===== src/sbi_regs.svh =====
/*
  Constants of the system bus interface: transfer kinds, sizes,
  snoop selections, burst length, lane masks and interrupt level.
  Assumes inclusion by bare name from the core and the bench.
*/
`ifndef SBI_REGS_SVH
`define SBI_REGS_SVH
// Transfer kind codes
`define SBI_KIND_NORMAL 2'h0
`define SBI_KIND_MOVE   2'h1
`define SBI_KIND_ALT    2'h2
`define SBI_KIND_ACK    2'h3
// Transfer size codes
`define SBI_SIZE_LONG   2'h0
`define SBI_SIZE_BYTE   2'h1
`define SBI_SIZE_WORD   2'h2
`define SBI_SIZE_LINE   2'h3
// Snoop selection meaning no snoop
`define SBI_SNOOP_NONE  2'h0
// Index of the last beat of a line burst
`define SBI_LAST_BEAT   2'h3
// Lane masks
`define SBI_LANES_ALL   4'hF
`define SBI_LANES_NONE  4'h0
`define SBI_LANE_ONE    4'h1
`define SBI_LANE_TWO    4'h3
// Zero interrupt level
`define SBI_IRQ_NONE    3'h0
`endif


===== src/sbi_pkg.sv =====
/*
  Types of the system bus interface: pin bundles, core request and
  answer, snoop notice and controller states.
  Assumes sbi_regs.svh is on the include path.
*/
`default_nettype none
package sbi_pkg;
  // Levels arriving on the pins, before filtering
  typedef struct packed {
    logic [31:0] addr;
    logic [31:0] data;
    logic [1:0]  kind;
    logic        rw;
    logic [1:0]  size;
    logic        xfer_begin;
    logic        xfer_ack;
    logic        xfer_err_ack;
    logic        slave_nocache;
    logic        burst_refuse;
    logic        read_latch_clk;
    logic [1:0]  snoop_sel;
    logic        bus_grant;
    logic        bus_owned;
    logic        cache_off;
    logic        xlate_off;
    logic [2:0]  irq_level;
    logic        auto_vector_req;
  } sbi_pin_in_t;
  // Levels driven to the pins while enabled
  typedef struct packed {
    logic [31:0] addr;
    logic [31:0] data;
    logic [1:0]  kind;
    logic        rw;
    logic [1:0]  size;
    logic        xfer_begin;
    logic        bus_owned;
  } sbi_pin_out_t;
  // Transfer request from the core
  typedef struct packed {
    logic [31:0] addr;
    logic [31:0] wdata;
    logic [1:0]  kind;
    logic        rw;
    logic [1:0]  size;
    logic        lock;
    logic        lock_last;
  } sbi_req_t;
  // Per-beat answer to the core
  typedef struct packed {
    logic [31:0] rdata;
    logic [3:0]  lanes;
    logic        err;
    logic        nocache;
    logic        burst_refused;
    logic        auto_vec;
    logic        last;
  } sbi_ans_t;
  // Alternate master access seen on the bus
  typedef struct packed {
    logic [31:0] addr;
    logic        rw;
    logic [1:0]  size;
    logic [1:0]  op;
  } sbi_snoop_t;
  typedef enum logic [1:0] {S_IDLE, S_ARB, S_START, S_WAIT} sbi_state_t;
endpackage
`default_nettype wire


===== src/sbi_core.sv =====
/*
  System bus interface of a 32-bit processor: masters transfers for
  the core, arbitrates, snoops alternate masters, catches mode straps.
  Assumes all pins come from outside the sys_clk domain; the core side
  is synchronous logic on sys_clk.
*/
// What this block does
// - Drive 32-bit address on mastered transfers.
// - Data bus 32 bits per transfer.
// - Drive two-bit transfer kind field.
// - Byte lanes from size and address.
// - Lock asserted on read-modify-write transfers.
// - Lock end only on final locked transfer.
// - Start strobe marks each transfer.
// - Active held for whole transfer.
// - Slave cache inhibit stops caching data.
// - Request bus, arbiter grants it.
// - Owner asserts bus busy.
// - Snoop select chooses; memory suppressed on intervention.
// - Sample address while another master owns.
// - Address of first item, not acknowledge.
// - Cache disable at reset picks multiplexed mode.
// - Cache disable outside reset turns caches off.
// - Latch mode captures data on latch clock.
// - Reset output during software reset.
// - Autovector request during acknowledge transfer.
// - Kind codes normal, move, alternate, acknowledge.
// - Snoop only normal and block-move kinds.
// - Read high, write low.
`include "sbi_regs.svh"
`default_nettype none
module sbi_core
  import sbi_pkg::*;
#(
  parameter int SYNC_N = 3
)(
  // Clock and reset
  input  wire logic   sys_clk,
  input  wire logic   rstn,
  // Core request port
  input  wire logic   req_valid,
  output logic        req_ready,
  input  wire sbi_req_t req,
  // Core answer port, one pulse per beat
  output logic        ans_valid,
  output sbi_ans_t    ans,
  // Snoop notice and core decision
  output logic        snoop_valid,
  output sbi_snoop_t  snoop,
  input  wire logic   snoop_intervene,
  // Core control and status
  input  wire logic   soft_reset,
  output logic        caches_off,
  output logic        mux_mode,
  output logic        latch_mode,
  output logic        irq_waiting,
  // Bus pins: levels in, levels out, enables low while driving
  input  wire sbi_pin_in_t pin_in,
  output sbi_pin_out_t pin_out,
  output logic        addr_oe_n,
  output logic        data_oe_n,
  output logic        attr_oe_n,
  output logic        begin_oe_n,
  output logic        owned_oe_n,
  // Plain outputs
  output logic        bus_req,
  output logic        lock,
  output logic        rmw_last,
  output logic        xfer_active,
  output logic        mem_suppress,
  output logic        reset_out
);
  localparam int PW = $bits(sbi_pin_in_t);

  // Refuse any filter length other than three, the length of the agree-of-two scheme
  if (SYNC_N != 3)
  begin : g_bad
    $error("sbi_core: SYNC_N must be 3");
  end

  // Three-stage pin filter; only stage two reads stage one
  logic [PW-1:0] s1_q, s2_q, s3_q, filt_q;
  sbi_pin_in_t   f;
  assign f = sbi_pin_in_t'(filt_q);

  // Filter keeps sampling in reset so straps are valid at release
  for (genvar i = 0; i < PW; i++)
  begin : g_sync
    always_ff @(posedge sys_clk)
    begin
      s1_q[i] <= pin_in[i];
      s2_q[i] <= s1_q[i];
      s3_q[i] <= s2_q[i];
      // A change counts once two and three agree
      if (!rstn || s2_q[i] == s3_q[i])
        filt_q[i] <= s3_q[i];
    end
  end

  // Byte lanes from size and low address bits, lane 0 is bits 31:24
  function automatic logic [3:0] lanes_of(input logic [1:0] sz,
                                          input logic [1:0] a);
    logic [3:0] m;
    m = `SBI_LANES_NONE;
    unique case (sz)
      `SBI_SIZE_BYTE: m = 4'(`SBI_LANE_ONE << a);
      `SBI_SIZE_WORD: m = 4'(`SBI_LANE_TWO << {a[1], 1'b0});
      default:        m = `SBI_LANES_ALL;
    endcase
    return m;
  endfunction

  // Edge detection on the filtered terminations, latch clock and start strobe
  logic ack_prev_q, err_prev_q, dle_prev_q, beg_prev_q;
  logic ack_rise, err_rise, dle_rise, beg_rise;
  assign ack_rise = f.xfer_ack & ~ack_prev_q;
  assign err_rise = f.xfer_err_ack & ~err_prev_q;
  assign dle_rise = f.read_latch_clk & ~dle_prev_q;
  assign beg_rise = f.xfer_begin & ~beg_prev_q;

  always_ff @(posedge sys_clk)
  begin
    if (!rstn)
    begin
      ack_prev_q <= 1'b0;
      err_prev_q <= 1'b0;
      dle_prev_q <= 1'b0;
      beg_prev_q <= 1'b0;
    end
    else
    begin
      ack_prev_q <= f.xfer_ack;
      err_prev_q <= f.xfer_err_ack;
      dle_prev_q <= f.read_latch_clk;
      beg_prev_q <= f.xfer_begin;
    end
  end

  // Straps are caught while reset is held; last value at release
  logic mux_q, latch_q;
  always_ff @(posedge sys_clk)
  begin
    if (!rstn)
    begin
      mux_q   <= f.cache_off;
      latch_q <= f.xlate_off;
    end
  end
  assign mux_mode   = mux_q;
  assign latch_mode = latch_q;

  // Dynamic cache disable only outside reset
  logic cache_off_q;
  always_ff @(posedge sys_clk)
  begin
    if (!rstn)
      cache_off_q <= 1'b0;
    else
      cache_off_q <= f.cache_off;
  end
  assign caches_off = cache_off_q;

  // Reset output follows the core's software reset
  always_ff @(posedge sys_clk)
  begin
    if (!rstn)
      reset_out <= 1'b0;
    else
      reset_out <= soft_reset;
  end

  // Pending interrupt when any level is presented
  always_ff @(posedge sys_clk)
  begin
    if (!rstn)
      irq_waiting <= 1'b0;
    else
      irq_waiting <= (f.irq_level != `SBI_IRQ_NONE);
  end

  // Read data latched on every rising latch clock edge; answers use it in latch mode
  logic [31:0] dle_data_q;
  always_ff @(posedge sys_clk)
  begin
    if (!rstn)
      dle_data_q <= '0;
    else if (dle_rise)
      dle_data_q <= f.data;
  end

  // Master controller
  sbi_state_t st_q;
  sbi_req_t   cur_q;
  logic [1:0] beat_q;
  logic       own_q;
  logic       burst;
  logic       term;
  logic       last_beat;
  assign burst = (cur_q.size == `SBI_SIZE_LINE);
  assign term  = (st_q == S_WAIT) && (ack_rise || err_rise);
  // A refused burst or an error ends after this beat
  assign last_beat = err_rise || !burst || f.burst_refuse ||
                     (beat_q == `SBI_LAST_BEAT);
  assign req_ready = (st_q == S_IDLE);

  // State sequencing; the bus is taken only when free and granted
  always_ff @(posedge sys_clk)
  begin
    if (!rstn)
      st_q <= S_IDLE;
    else
      unique case (st_q)
        S_IDLE:
          if (req_valid)
            st_q <= S_ARB;
        S_ARB:
          if (f.bus_grant && !f.bus_owned)
            st_q <= S_START;
        S_START:
          st_q <= S_WAIT;
        S_WAIT:
          if (term && last_beat)
            st_q <= S_IDLE;
      endcase
  end

  // Request held unchanged from acceptance to termination
  always_ff @(posedge sys_clk)
  begin
    if (!rstn)
      cur_q <= '0;
    else if (req_valid && req_ready)
      cur_q <= req;
  end

  // Beat counter for line bursts
  always_ff @(posedge sys_clk)
  begin
    if (!rstn || st_q == S_START)
      beat_q <= '0;
    else if (term)
      beat_q <= 2'(beat_q + 2'h1);
  end

  // Ownership from start strobe to final termination
  always_ff @(posedge sys_clk)
  begin
    if (!rstn)
      own_q <= 1'b0;
    else if (st_q == S_ARB && f.bus_grant && !f.bus_owned)
      own_q <= 1'b1;
    else if (term && last_beat)
      own_q <= 1'b0;
  end

  // Bus request while waiting for mastership
  always_ff @(posedge sys_clk)
  begin
    if (!rstn)
      bus_req <= 1'b0;
    else
      bus_req <= (st_q == S_IDLE && req_valid) ||
                 (st_q == S_ARB && !(f.bus_grant && !f.bus_owned));
  end

  // Pin values; acknowledge transfers carry no address
  always_ff @(posedge sys_clk)
  begin
    if (!rstn)
      pin_out <= '0;
    else
    begin
      pin_out.addr <= (cur_q.kind == `SBI_KIND_ACK) ? '0 :
                      cur_q.addr;
      pin_out.data <= cur_q.wdata;
      pin_out.kind <= cur_q.kind;
      pin_out.rw   <= cur_q.rw;
      pin_out.size <= cur_q.size;
      pin_out.xfer_begin <= (st_q == S_ARB) &&
                            f.bus_grant && !f.bus_owned;
      pin_out.bus_owned  <= own_q;
    end
  end

  // Next level of the active output; lock follows it so that lock is
  // already up in the start cycle instead of one cycle behind it
  logic act_d;
  assign act_d = (st_q == S_ARB && f.bus_grant && !f.bus_owned) ||
                 (st_q == S_START) ||
                 (st_q == S_WAIT && !(term && last_beat));

  // Active level and lock attributes across the transfer
  always_ff @(posedge sys_clk)
  begin
    if (!rstn)
    begin
      xfer_active <= 1'b0;
      lock        <= 1'b0;
      rmw_last    <= 1'b0;
    end
    else
    begin
      xfer_active <= act_d;
      lock     <= act_d && cur_q.lock;
      rmw_last <= act_d && cur_q.lock && cur_q.lock_last;
    end
  end

  // Enables; in multiplexed mode the data phase follows the address
  assign addr_oe_n  = !(own_q && (!mux_q || st_q == S_START));
  assign data_oe_n  = !(own_q && !cur_q.rw &&
                        (!mux_q || st_q == S_WAIT));
  assign attr_oe_n  = !own_q;
  assign begin_oe_n = !own_q;
  assign owned_oe_n = !own_q;

  // Answer to the core, one pulse per terminated beat
  always_ff @(posedge sys_clk)
  begin
    if (!rstn)
    begin
      ans_valid <= 1'b0;
      ans       <= '0;
    end
    else
    begin
      ans_valid <= term;
      if (term)
      begin
        ans.rdata   <= latch_q ? dle_data_q : f.data;
        ans.lanes   <= lanes_of(cur_q.size, cur_q.addr[1:0]);
        ans.err     <= err_rise;
        ans.nocache <= f.slave_nocache || cache_off_q;
        ans.burst_refused <= burst && f.burst_refuse;
        ans.auto_vec <= (cur_q.kind == `SBI_KIND_ACK) &&
                        f.auto_vector_req;
        ans.last    <= last_beat;
      end
    end
  end

  // Snooping of alternate master starts; bus rate is an other-side
  // matter, this logic only needs the start edge
  logic snoop_hit;
  assign snoop_hit = !own_q && beg_rise &&
    (f.snoop_sel != `SBI_SNOOP_NONE) &&
    (f.kind == `SBI_KIND_NORMAL || f.kind == `SBI_KIND_MOVE);

  always_ff @(posedge sys_clk)
  begin
    if (!rstn)
    begin
      snoop_valid <= 1'b0;
      snoop       <= '0;
    end
    else
    begin
      snoop_valid <= snoop_hit;
      if (snoop_hit)
      begin
        snoop.addr <= f.addr;
        snoop.rw   <= f.rw;
        snoop.size <= f.size;
        snoop.op   <= f.snoop_sel;
      end
    end
  end

  // Memory suppression from intervention until the access ends;
  // a new intervention wins over the ending
  always_ff @(posedge sys_clk)
  begin
    if (!rstn)
      mem_suppress <= 1'b0;
    else if (snoop_valid && snoop_intervene)
      mem_suppress <= 1'b1;
    else if (ack_rise || err_rise)
      mem_suppress <= 1'b0;
  end
endmodule
`default_nettype wire


===== config.mk =====
export PLATFORM = sky130hd
export DESIGN_NAME = sbi_core
export DESIGN_NICKNAME = d
export VERILOG_FILES = /design/src/sbi_pkg.sv /design/src/sbi_core.sv
export VERILOG_INCLUDE_DIRS = /design/src
export SDC_FILE = /design/constraint.sdc
export NUM_CORES = 1
export LEC_CHECK = 0
export BUFFER_PORTS_ARGS = -buffer_cell sky130_fd_sc_hd__buf_2
export CORE_MARGIN = 2
export CORE_UTILIZATION = 42
export DETAILED_ROUTE_END_ITERATION = 12
export PLACE_DENSITY = 0.73
export SLEW_MARGIN = 20
export SYNTH_ARGS = -nofsm -noshare
export SYNTH_HDL_FRONTEND = slang
export SYNTH_SLANG_ARGS = --single-unit

===== constraint.sdc =====
create_clock -name sys_clk -period 1.4 [get_ports sys_clk]
set_input_delay 0.14 -clock sys_clk [delete_from_list [all_inputs] [get_ports sys_clk]]
set_output_delay 0.14 -clock sys_clk [all_outputs]
set_load 0.02 [all_outputs]

==> qor.txt, run 1 <==
RUN STATUS
----------------------------------------------------------------------
Run status .............................................. finished with violations
Failing checks .......................................... negative setup slack

STA
----------------------------------------------------------------------
Worst-Margin Slew .......................................       533 ps
Fmax ....................................................      539 MHz
Fin Clk Skew ............................................      15.5 ps
WHS .....................................................       112 ps
Final worst path period need ............................      1860 ps
Unrepaired setup endpoints after global routing .........         true
Total count of hold-check failures in the final report ..            0
Post-route clock period utilization .....................         133%
Number of endpoints failing setup at the final stage ....          163
Max Slew Vio Count ......................................            0
Final sum of negative setup slack .......................   -29,680 ps
Setup slack of the critical path after layout ...........      -455 ps
Headroom to the max-slew limit ..........................        64.3%

SETUP PATH
----------------------------------------------------------------------
Category of the critical setup timing path ..............   reg -> out
Type of destination of the critical path ................   output pin
Buf+Inv Stages, Crit Path ...............................            2
Kind of cell adding the most delay to the critical path .   flip-flops
Critical-path cell list ................................. ha_4 > buf_6 > o211ai_1 > buf_4
Largest stage delay, worst path .........................       360 ps
Slowest cell on the critical path ....................... sky130_fd_sc_hd__dfxtp_4
Required time at the worst-slack endpoint ...............      1260 ps
Worst-path maximum fanout ...............................            3
Arrival time worst endpoint .............................      1720 ps
Startpoint type of the worst setup path .................    flip-flop

ROUTING
----------------------------------------------------------------------
Routed length per placed instance .......................      19.1 um
ANT nets after route ....................................            0
Overall routed net length ...............................    51,800 um
Post-detailed-route via-to-cell ratio ...................         4.96
First-pass iteration count of the detailed router .......            6
Number of vias after detailed routing ...................       13,466
Starting DRC count in detailed routing ..................          828
DRC viols ...............................................            0

DIE
----------------------------------------------------------------------
Die ar. ................................................. 44,500 sq um
Floorplan Core Area ..................................... 42,100 sq um
Die boundary height .....................................       211 um
Std cell rows ...........................................           75
Ports ...................................................          328
Starting density of the core ............................        42.7%
Die X ...................................................       211 um

SYNTHESIS
----------------------------------------------------------------------
Fraction of the yosys area taken by sequential cells ....        72.6%
Yosys warning count .....................................            0
Total of flip-flops plus latches after synthesis ........          609
Most common flop cell mapped by yosys ................... sky130_fd_sc_hd__dfxtp_1
Syn Nets ................................................        1,721
Count of different cell masters after synthesis .........           35
Mean post-synth cell area ...............................   11.6 sq um
Async S/R FF share, synth ...............................           0%
Dominant cell type by area after synthesis .............. sky130_fd_sc_hd__dfxtp_1
Post-synth design cell area ............................. 18,000 sq um
Top post-synthesis cells by count ....................... sky130_fd_sc_hd__dfxtp_1 (523), sky130_fd_sc_hd__nand2_1 (373), sky130_fd_sc_hd__a21oi_1 (153)
Number of synthesized flops with an enable pin ..........           86
Top cell type's share of synthesized area ...............        58.3%
Most common cell in the synthesized netlist ............. sky130_fd_sc_hd__dfxtp_1
Leading cell types by total area after synthesis ........ sky130_fd_sc_hd__dfxtp_1 (58%), sky130_fd_sc_hd__edfxtp_1 (14%), sky130_fd_sc_hd__nand2_1 (7.8%)
Cells after synthesis ...................................        1,552

GRT
----------------------------------------------------------------------
GRT Residual Overflow ...................................            0
GRT Total Usage .........................................        20.6%
Initial antenna violation count .........................            2
Pin count of the biggest net entering global routing ....           52
Global-route wire length before repair ..................    71,100 um
Number of global-route vias before repair ...............       13,638

CTS
----------------------------------------------------------------------
Buffer depth of the longest clock path ..................            3
CTS root buf ............................................ sky130_fd_sc_hd__clkbuf_16
Clock Pin Slew Worst Setup and Hold Paths ...............        60 ps
Total number of clock tree sinks ........................          609
Latest clock arrival within the worst-skew pair .........       610 ps
CTS Buf Count ...........................................           58
Clock tree from TritonCTS ...............................        built
H-tree Lvls .............................................            2

CELLS AND AREA
----------------------------------------------------------------------
Number of antenna diodes ................................            0
Sequential cell area .................................... 13,100 sq um
Share of post-route cells with drive strength above 1 ...        35.4%
Area Overhead vs Synth ..................................        48.1%
Footprint of the multi-input gates ......................   5630 sq um
Post-layout net count ...................................        2,298
Layout filler cell count ................................        2,894

PWR
----------------------------------------------------------------------
Cell leakage power ......................................      11.5 nW
PD cells ................................................ 1670 nW/um^2
Peak supply drop ........................................    0.00108 V

PLACEMENT
----------------------------------------------------------------------
Post-DP HPWL ............................................    24,900 um
Routability congestion estimate from global placement ...        0.767
Count of input and output buffers .......................          326

JOB
----------------------------------------------------------------------
Total of max-cap violations .............................            0

MIN PATH
----------------------------------------------------------------------
Hold/Removal Path Class .................................    in -> reg

## worst min-delay path, cell delays in order
cell and delay, ps:
sky130_fd_sc_hd__buf_2 200, sky130_fd_sc_hd__o2111ai_4 270, sky130_fd_sc_hd__mux2i_1 70
## through the flow
| step | util (%) | power, mW | setup WS (ps) | instances | instance area (sq um) |
|---|---|---|---|---|---|
| after floorplan | - | 23.1 | 10.8 | 1552 | 18000 |
| after global placement | 48.4 | 24.6 | -45.9 | 2373 | 20400 |
| after detailed placement | 48.4 | 24.9 | -112 | 2373 | 20400 |
| after CTS | 60.7 | 42.8 | -512 | 2696 | 25600 |
| after global routing | 63.2 | 46.0 | -545 | 2717 | 26600 |
| final | 63.2 | 44.5 | -455 | 2717 | 26600 |
## placed cells by master (no fill, tap or decap), types with 26 or more instances in the layout
| cell | instances |
|---|---|
| sky130_fd_sc_hd__a211oi_2 | 31 |
| sky130_fd_sc_hd__a21oi_1 | 66 |
| sky130_fd_sc_hd__a21oi_2 | 86 |
| sky130_fd_sc_hd__and2_1 | 73 |
| sky130_fd_sc_hd__buf_12 | 30 |
| sky130_fd_sc_hd__buf_2 | 317 |
| sky130_fd_sc_hd__buf_4 | 27 |
| sky130_fd_sc_hd__buf_6 | 26 |
| sky130_fd_sc_hd__clkbuf_16 | 74 |
| sky130_fd_sc_hd__dfxtp_1 | 519 |
| sky130_fd_sc_hd__dlygate4sd3_1 | 158 |
| sky130_fd_sc_hd__edfxtp_1 | 86 |
| sky130_fd_sc_hd__mux2i_1 | 34 |
| sky130_fd_sc_hd__nand2_1 | 294 |
| sky130_fd_sc_hd__nand2_2 | 31 |
| sky130_fd_sc_hd__nand2_4 | 47 |
| sky130_fd_sc_hd__nor2_1 | 48 |
| sky130_fd_sc_hd__xor2_1 | 84 |
## final timing paths
kind | from | to | slack (ps) | cells past startpoint
max | st_q[0] | data_oe_n | -460 | 4
min | req_valid | st_q[1] | 110 | 3
max reg2reg | st_q[1] | cur_q[64] | -390 | 11
min reg2reg | s1_q[75] | s2_q[75] | 320 | 0
## per-layer routing
metal	wire (um)	vias up	track usage, %
met1	19400	6413	22.3
met5	28	-	0
met3	3320	224	4.56
li1	-	6224	-
met4	3160	4	11.5
met2	26000	601	37.1
## flip-flops by register name, indices dropped and copies added (netlist names), 2 cells and up
register	flops
st_q	2
snoop	37
s2_q	84
f	84
s1_q	84
dle_data_q	32
cur_q	71
beat_q	2
pin_out	71
ans	41
s3_q	84
## logic make-up after synthesis
kind of cell    share of synthesized area [%]
compound gates                           6.33
mux                                      1.89
flops                                    72.6
fa+ha+maj                               0.557
xor+xnor                                 4.14
simple gates                             12.1
buf+inv                                  2.36
## power by group
part / leakage, nW / switching [mW] / internal, mW / total (mW)
Sequential: 5.21 / 0.859 / 19.3 / 20.2
Clock: 0.945 / 6.76 / 8.72 / 15.5
Combinational: 5.31 / 4.52 / 4.35 / 8.87
## repair_timing
item                                   4_1_cts  5_1_grt
endpoints found under the hold margin      161        0
buffers inserted                            32       13
cloned                                      24       20
hold buffers                               158        0
resized for setup                          205      187
setup endpoints to repair                  149      167
pin swaps                                   49       86
## layout make-up
type                       instances  area share, %
sequential                       609           49.1
tap                              539           2.53
clock inverter                    25          0.738
timing repair buffer             599           19.8
inverter                          13          0.259
multi-input combinational        848           21.2
clock buffer                      84           6.40
No activity file was read; power rests on OpenSTA's default activity.
==> run 2, diff against run 1 <==
- ABC_AREA: unset -> 1
==> qor.txt, run 2 <==
STA
----------------------------------------------------------------------
Worst-Margin Slew .......................................       539 ps
Total count of hold-check failures in the final report ..            0
Fin Clk Skew ............................................      19.1 ps
Fmax ....................................................      552 MHz
Post-route clock period utilization .....................         129%
Number of endpoints failing setup at the final stage ....          129
Final worst path period need ............................      1810 ps
Headroom to the max-slew limit ..........................        64.1%
Setup slack of the critical path after layout ...........      -411 ps
Max Slew Vio Count ......................................            0
Final sum of negative setup slack .......................     -9560 ps
Unrepaired setup endpoints after global routing .........         true

PWR
----------------------------------------------------------------------
PD cells ................................................ 1760 nW/um^2
Cell leakage power ......................................      11.2 nW
Part of the power in the clock network ..................        36.6%
Total power after layout ................................      44.8 mW
Switching share of total power ..........................        27.1%
Reported net switching power ............................      12.1 mW
Comb pwr share ..........................................        17.2%
Pint ....................................................      32.6 mW
Peak supply drop ........................................    0.00112 V
Sequential group share of total power ...................        46.2%

SYNTHESIS
----------------------------------------------------------------------
Post-synth design cell area ............................. 18,000 sq um
Top post-synthesis cells by count ....................... sky130_fd_sc_hd__dfxtp_1 (523), sky130_fd_sc_hd__o21ai_0 (276), sky130_fd_sc_hd__a21oi_1 (195)
Syn Nets ................................................        1,855
Number of synthesized flops with an enable pin ..........           86
Fraction of the yosys area taken by sequential cells ....        72.4%
Leading cell types by total area after synthesis ........ sky130_fd_sc_hd__dfxtp_1 (58%), sky130_fd_sc_hd__edfxtp_1 (14%), sky130_fd_sc_hd__o21ai_0 (7.7%)
Most common flop cell mapped by yosys ................... sky130_fd_sc_hd__dfxtp_1
Total of flip-flops plus latches after synthesis ........          609
Count of different cell masters after synthesis .........           28
Most common cell in the synthesized netlist ............. sky130_fd_sc_hd__dfxtp_1
Dominant cell type by area after synthesis .............. sky130_fd_sc_hd__dfxtp_1
Mean post-synth cell area ...............................   10.7 sq um
Cells after synthesis ...................................        1,686
Async S/R FF share, synth ...............................           0%
Yosys warning count .....................................            0
Top cell type's share of synthesized area ...............        58.1%

ROUTING
----------------------------------------------------------------------
DRC viols ...............................................            0
Routed length per placed instance .......................      16.3 um
ANT nets after route ....................................            0
First-pass iteration count of the detailed router .......            5
Overall routed net length ...............................    46,100 um
Starting DRC count in detailed routing ..................          796
Post-detailed-route via-to-cell ratio ...................         4.79
Number of vias after detailed routing ...................       13,523

CELLS AND AREA
----------------------------------------------------------------------
Post-layout net count ...................................        2,400
Commonest cells after routing, fill and taps aside ...... sky130_fd_sc_hd__dfxtp_1 (518), sky130_fd_sc_hd__buf_2 (317), sky130_fd_sc_hd__o21ai_0 (229)
Area Overhead vs Synth ..................................        41.3%
Sequential cell area .................................... 13,100 sq um
Commonest non-fill, non-tap cell in the layout .......... sky130_fd_sc_hd__dfxtp_1
Layout filler cell count ................................        3,143
Share of post-route cells with drive strength above 1 ...        28.1%
Footprint of the multi-input gates ......................   4450 sq um

RUN STATUS
----------------------------------------------------------------------
Failing checks .......................................... negative setup slack
Run status .............................................. finished with violations

DIE
----------------------------------------------------------------------
Std cell rows ...........................................           75
Floorplan Core Area ..................................... 42,100 sq um
Starting density of the core ............................        42.8%
Ports ...................................................          328
Die X ...................................................       211 um
Die ar. ................................................. 44,600 sq um
Die boundary height .....................................       211 um

SETUP PATH
----------------------------------------------------------------------
Most frequent cell on the critical path ................. sky130_fd_sc_hd__buf_6
Startpoint type of the worst setup path .................    flip-flop
Worst-path maximum fanout ...............................            4
Slowest cell on the critical path ....................... sky130_fd_sc_hd__dfxtp_4
Kind of cell adding the most delay to the critical path .   flip-flops
Category of the critical setup timing path ..............   reg -> out
Largest stage delay, worst path .........................       380 ps
Type of destination of the critical path ................   output pin
Buf+Inv Stages, Crit Path ...............................            3
Critical-path cell list ................................. ha_4 > inv_4 > buf_6 > a211o_1 > buf_6
Required time at the worst-slack endpoint ...............      1260 ps
Arrival time worst endpoint .............................      1670 ps

GRT
----------------------------------------------------------------------
Global-route wire length before repair ..................    66,900 um
Pin count of the biggest net entering global routing ....          103
GRT Total Usage .........................................        18.9%
Initial antenna violation count .........................            3
GRT Residual Overflow ...................................            0
Number of global-route vias before repair ...............       13,169

CTS
----------------------------------------------------------------------
H-tree Lvls .............................................            2
Total number of clock tree sinks ........................          609
Clock tree from TritonCTS ...............................        built
Clock Pin Slew Worst Setup and Hold Paths ...............        60 ps
CTS Buf Count ...........................................           58
Latest clock arrival within the worst-skew pair .........       610 ps
CTS root buf ............................................ sky130_fd_sc_hd__clkbuf_16
Buffer depth of the longest clock path ..................            3

PLACEMENT
----------------------------------------------------------------------
Routability congestion estimate from global placement ...        0.770
Count of input and output buffers .......................          326
Post-DP HPWL ............................................    24,500 um

JOB
----------------------------------------------------------------------
Total of max-cap violations .............................            0

MIN PATH
----------------------------------------------------------------------
Hold/Removal Path Class .................................    in -> reg

run 2: cell count changes after synthesis, sizes merged, moves of 27 or more:
cell / delta
nor2: +143
clkbuf: -27
buf: +27
and2: -74
nand2: -267
mux2i: -34
xor2: -84
inv: +158
a21oi: +41
a211oi: -34
o21ai: +286
run 2: power by group through the flow:
stage / logic (mW) / clock network (mW) / registers [mW]
2_1_floorplan: 2.62 / 0 / 21.4
3_3_place_gp: 5.00 / 0 / 20.8
3_5_place_dp: 5.14 / 0 / 20.8
4_1_cts: 7.10 / 16.7 / 20.6
5_1_grt: 8.33 / 17.4 / 20.9
6_report: 7.70 / 16.4 / 20.7
run 2: area by class of cell:
type                            count  area share (%)
Sequential cell                   609            51.3
Timing Repair Buffer              563            17.6
Multi-Input combinational cell    823            17.5
Clock buffer                       84            6.94
Inverter                          172            2.68
Tap cell                          539            2.65
Clock inverter                     26            1.17
Timing Repair inverter              4           0.221
Antenna cell                        2          0.0197
run 2: cell families (layout without fill, tap and decap cells):
logic type	after synthesis	in the layout	share of synthesized area, %
buffers and inverters	255	849	6.17
other	0	2	0
AO/OA/AOI/OAI	497	497	13.9
flip-flops	609	609	72.4
AND/OR/NAND/NOR	317	318	6.97
adder cells (fa/ha/maj)	8	8	0.555
run 2: per-layer routing:
layer  global-route usage [%]  up-vias  share of wire (%)
met5                        0        -              0.024
met4                     9.40        2                3.4
met3                     4.16      106                6.5
met2                     32.8      454                 50
met1                     22.1     6347                 40
li1                         -     6614                  -
run 2: worst paths after layout:
| check | start | to | slack [ps] | cells after the start |
|---|---|---|---|---|
| worst max-delay path | st_q[0] | data_oe_n | -410 | 5 |
| worst min register to register | s1_q[40] | s2_q[40] | 320 | 0 |
| worst min-delay path | req_valid | st_q[0] | 80 | 7 |
| worst max register to register | st_q[0] | ans[2] | -160 | 9 |
run 2: stage by stage:
stage / util [%] / instances / cell area, sq um / hold WS, ps / setup WS (ps)
floorplan: - / 1686 / 18000 / 168 / 4.49
global placement: 48.0 / 2498 / 20200 / 243 / -55.1
detailed placement: 48.0 / 2498 / 20200 / 244 / -98.3
CTS: 58.6 / 2795 / 24700 / 53.7 / -472
global route: 60.4 / 2822 / 25500 / 87.5 / -471
finish: 60.4 / 2822 / 25500 / 82.6 / -411
run 2: what timing repair did:
item	4_1_cts	5_1_grt
gates resized for setup	117	171
setup buffers	20	15
endpoints found under the setup margin	101	135
gates cloned	9	17
hold buffers	158	0
hold endpoints to repair	175	0
pin swaps	17	38
run 2: worst min-delay path, cell delays in order:
cell	delay (ps)
sky130_fd_sc_hd__buf_2	140
sky130_fd_sc_hd__inv_1	60
sky130_fd_sc_hd__nand2_1	50
sky130_fd_sc_hd__nand2_2	80
sky130_fd_sc_hd__nor2_2	50
sky130_fd_sc_hd__nor2_1	80
sky130_fd_sc_hd__nor2_1	50
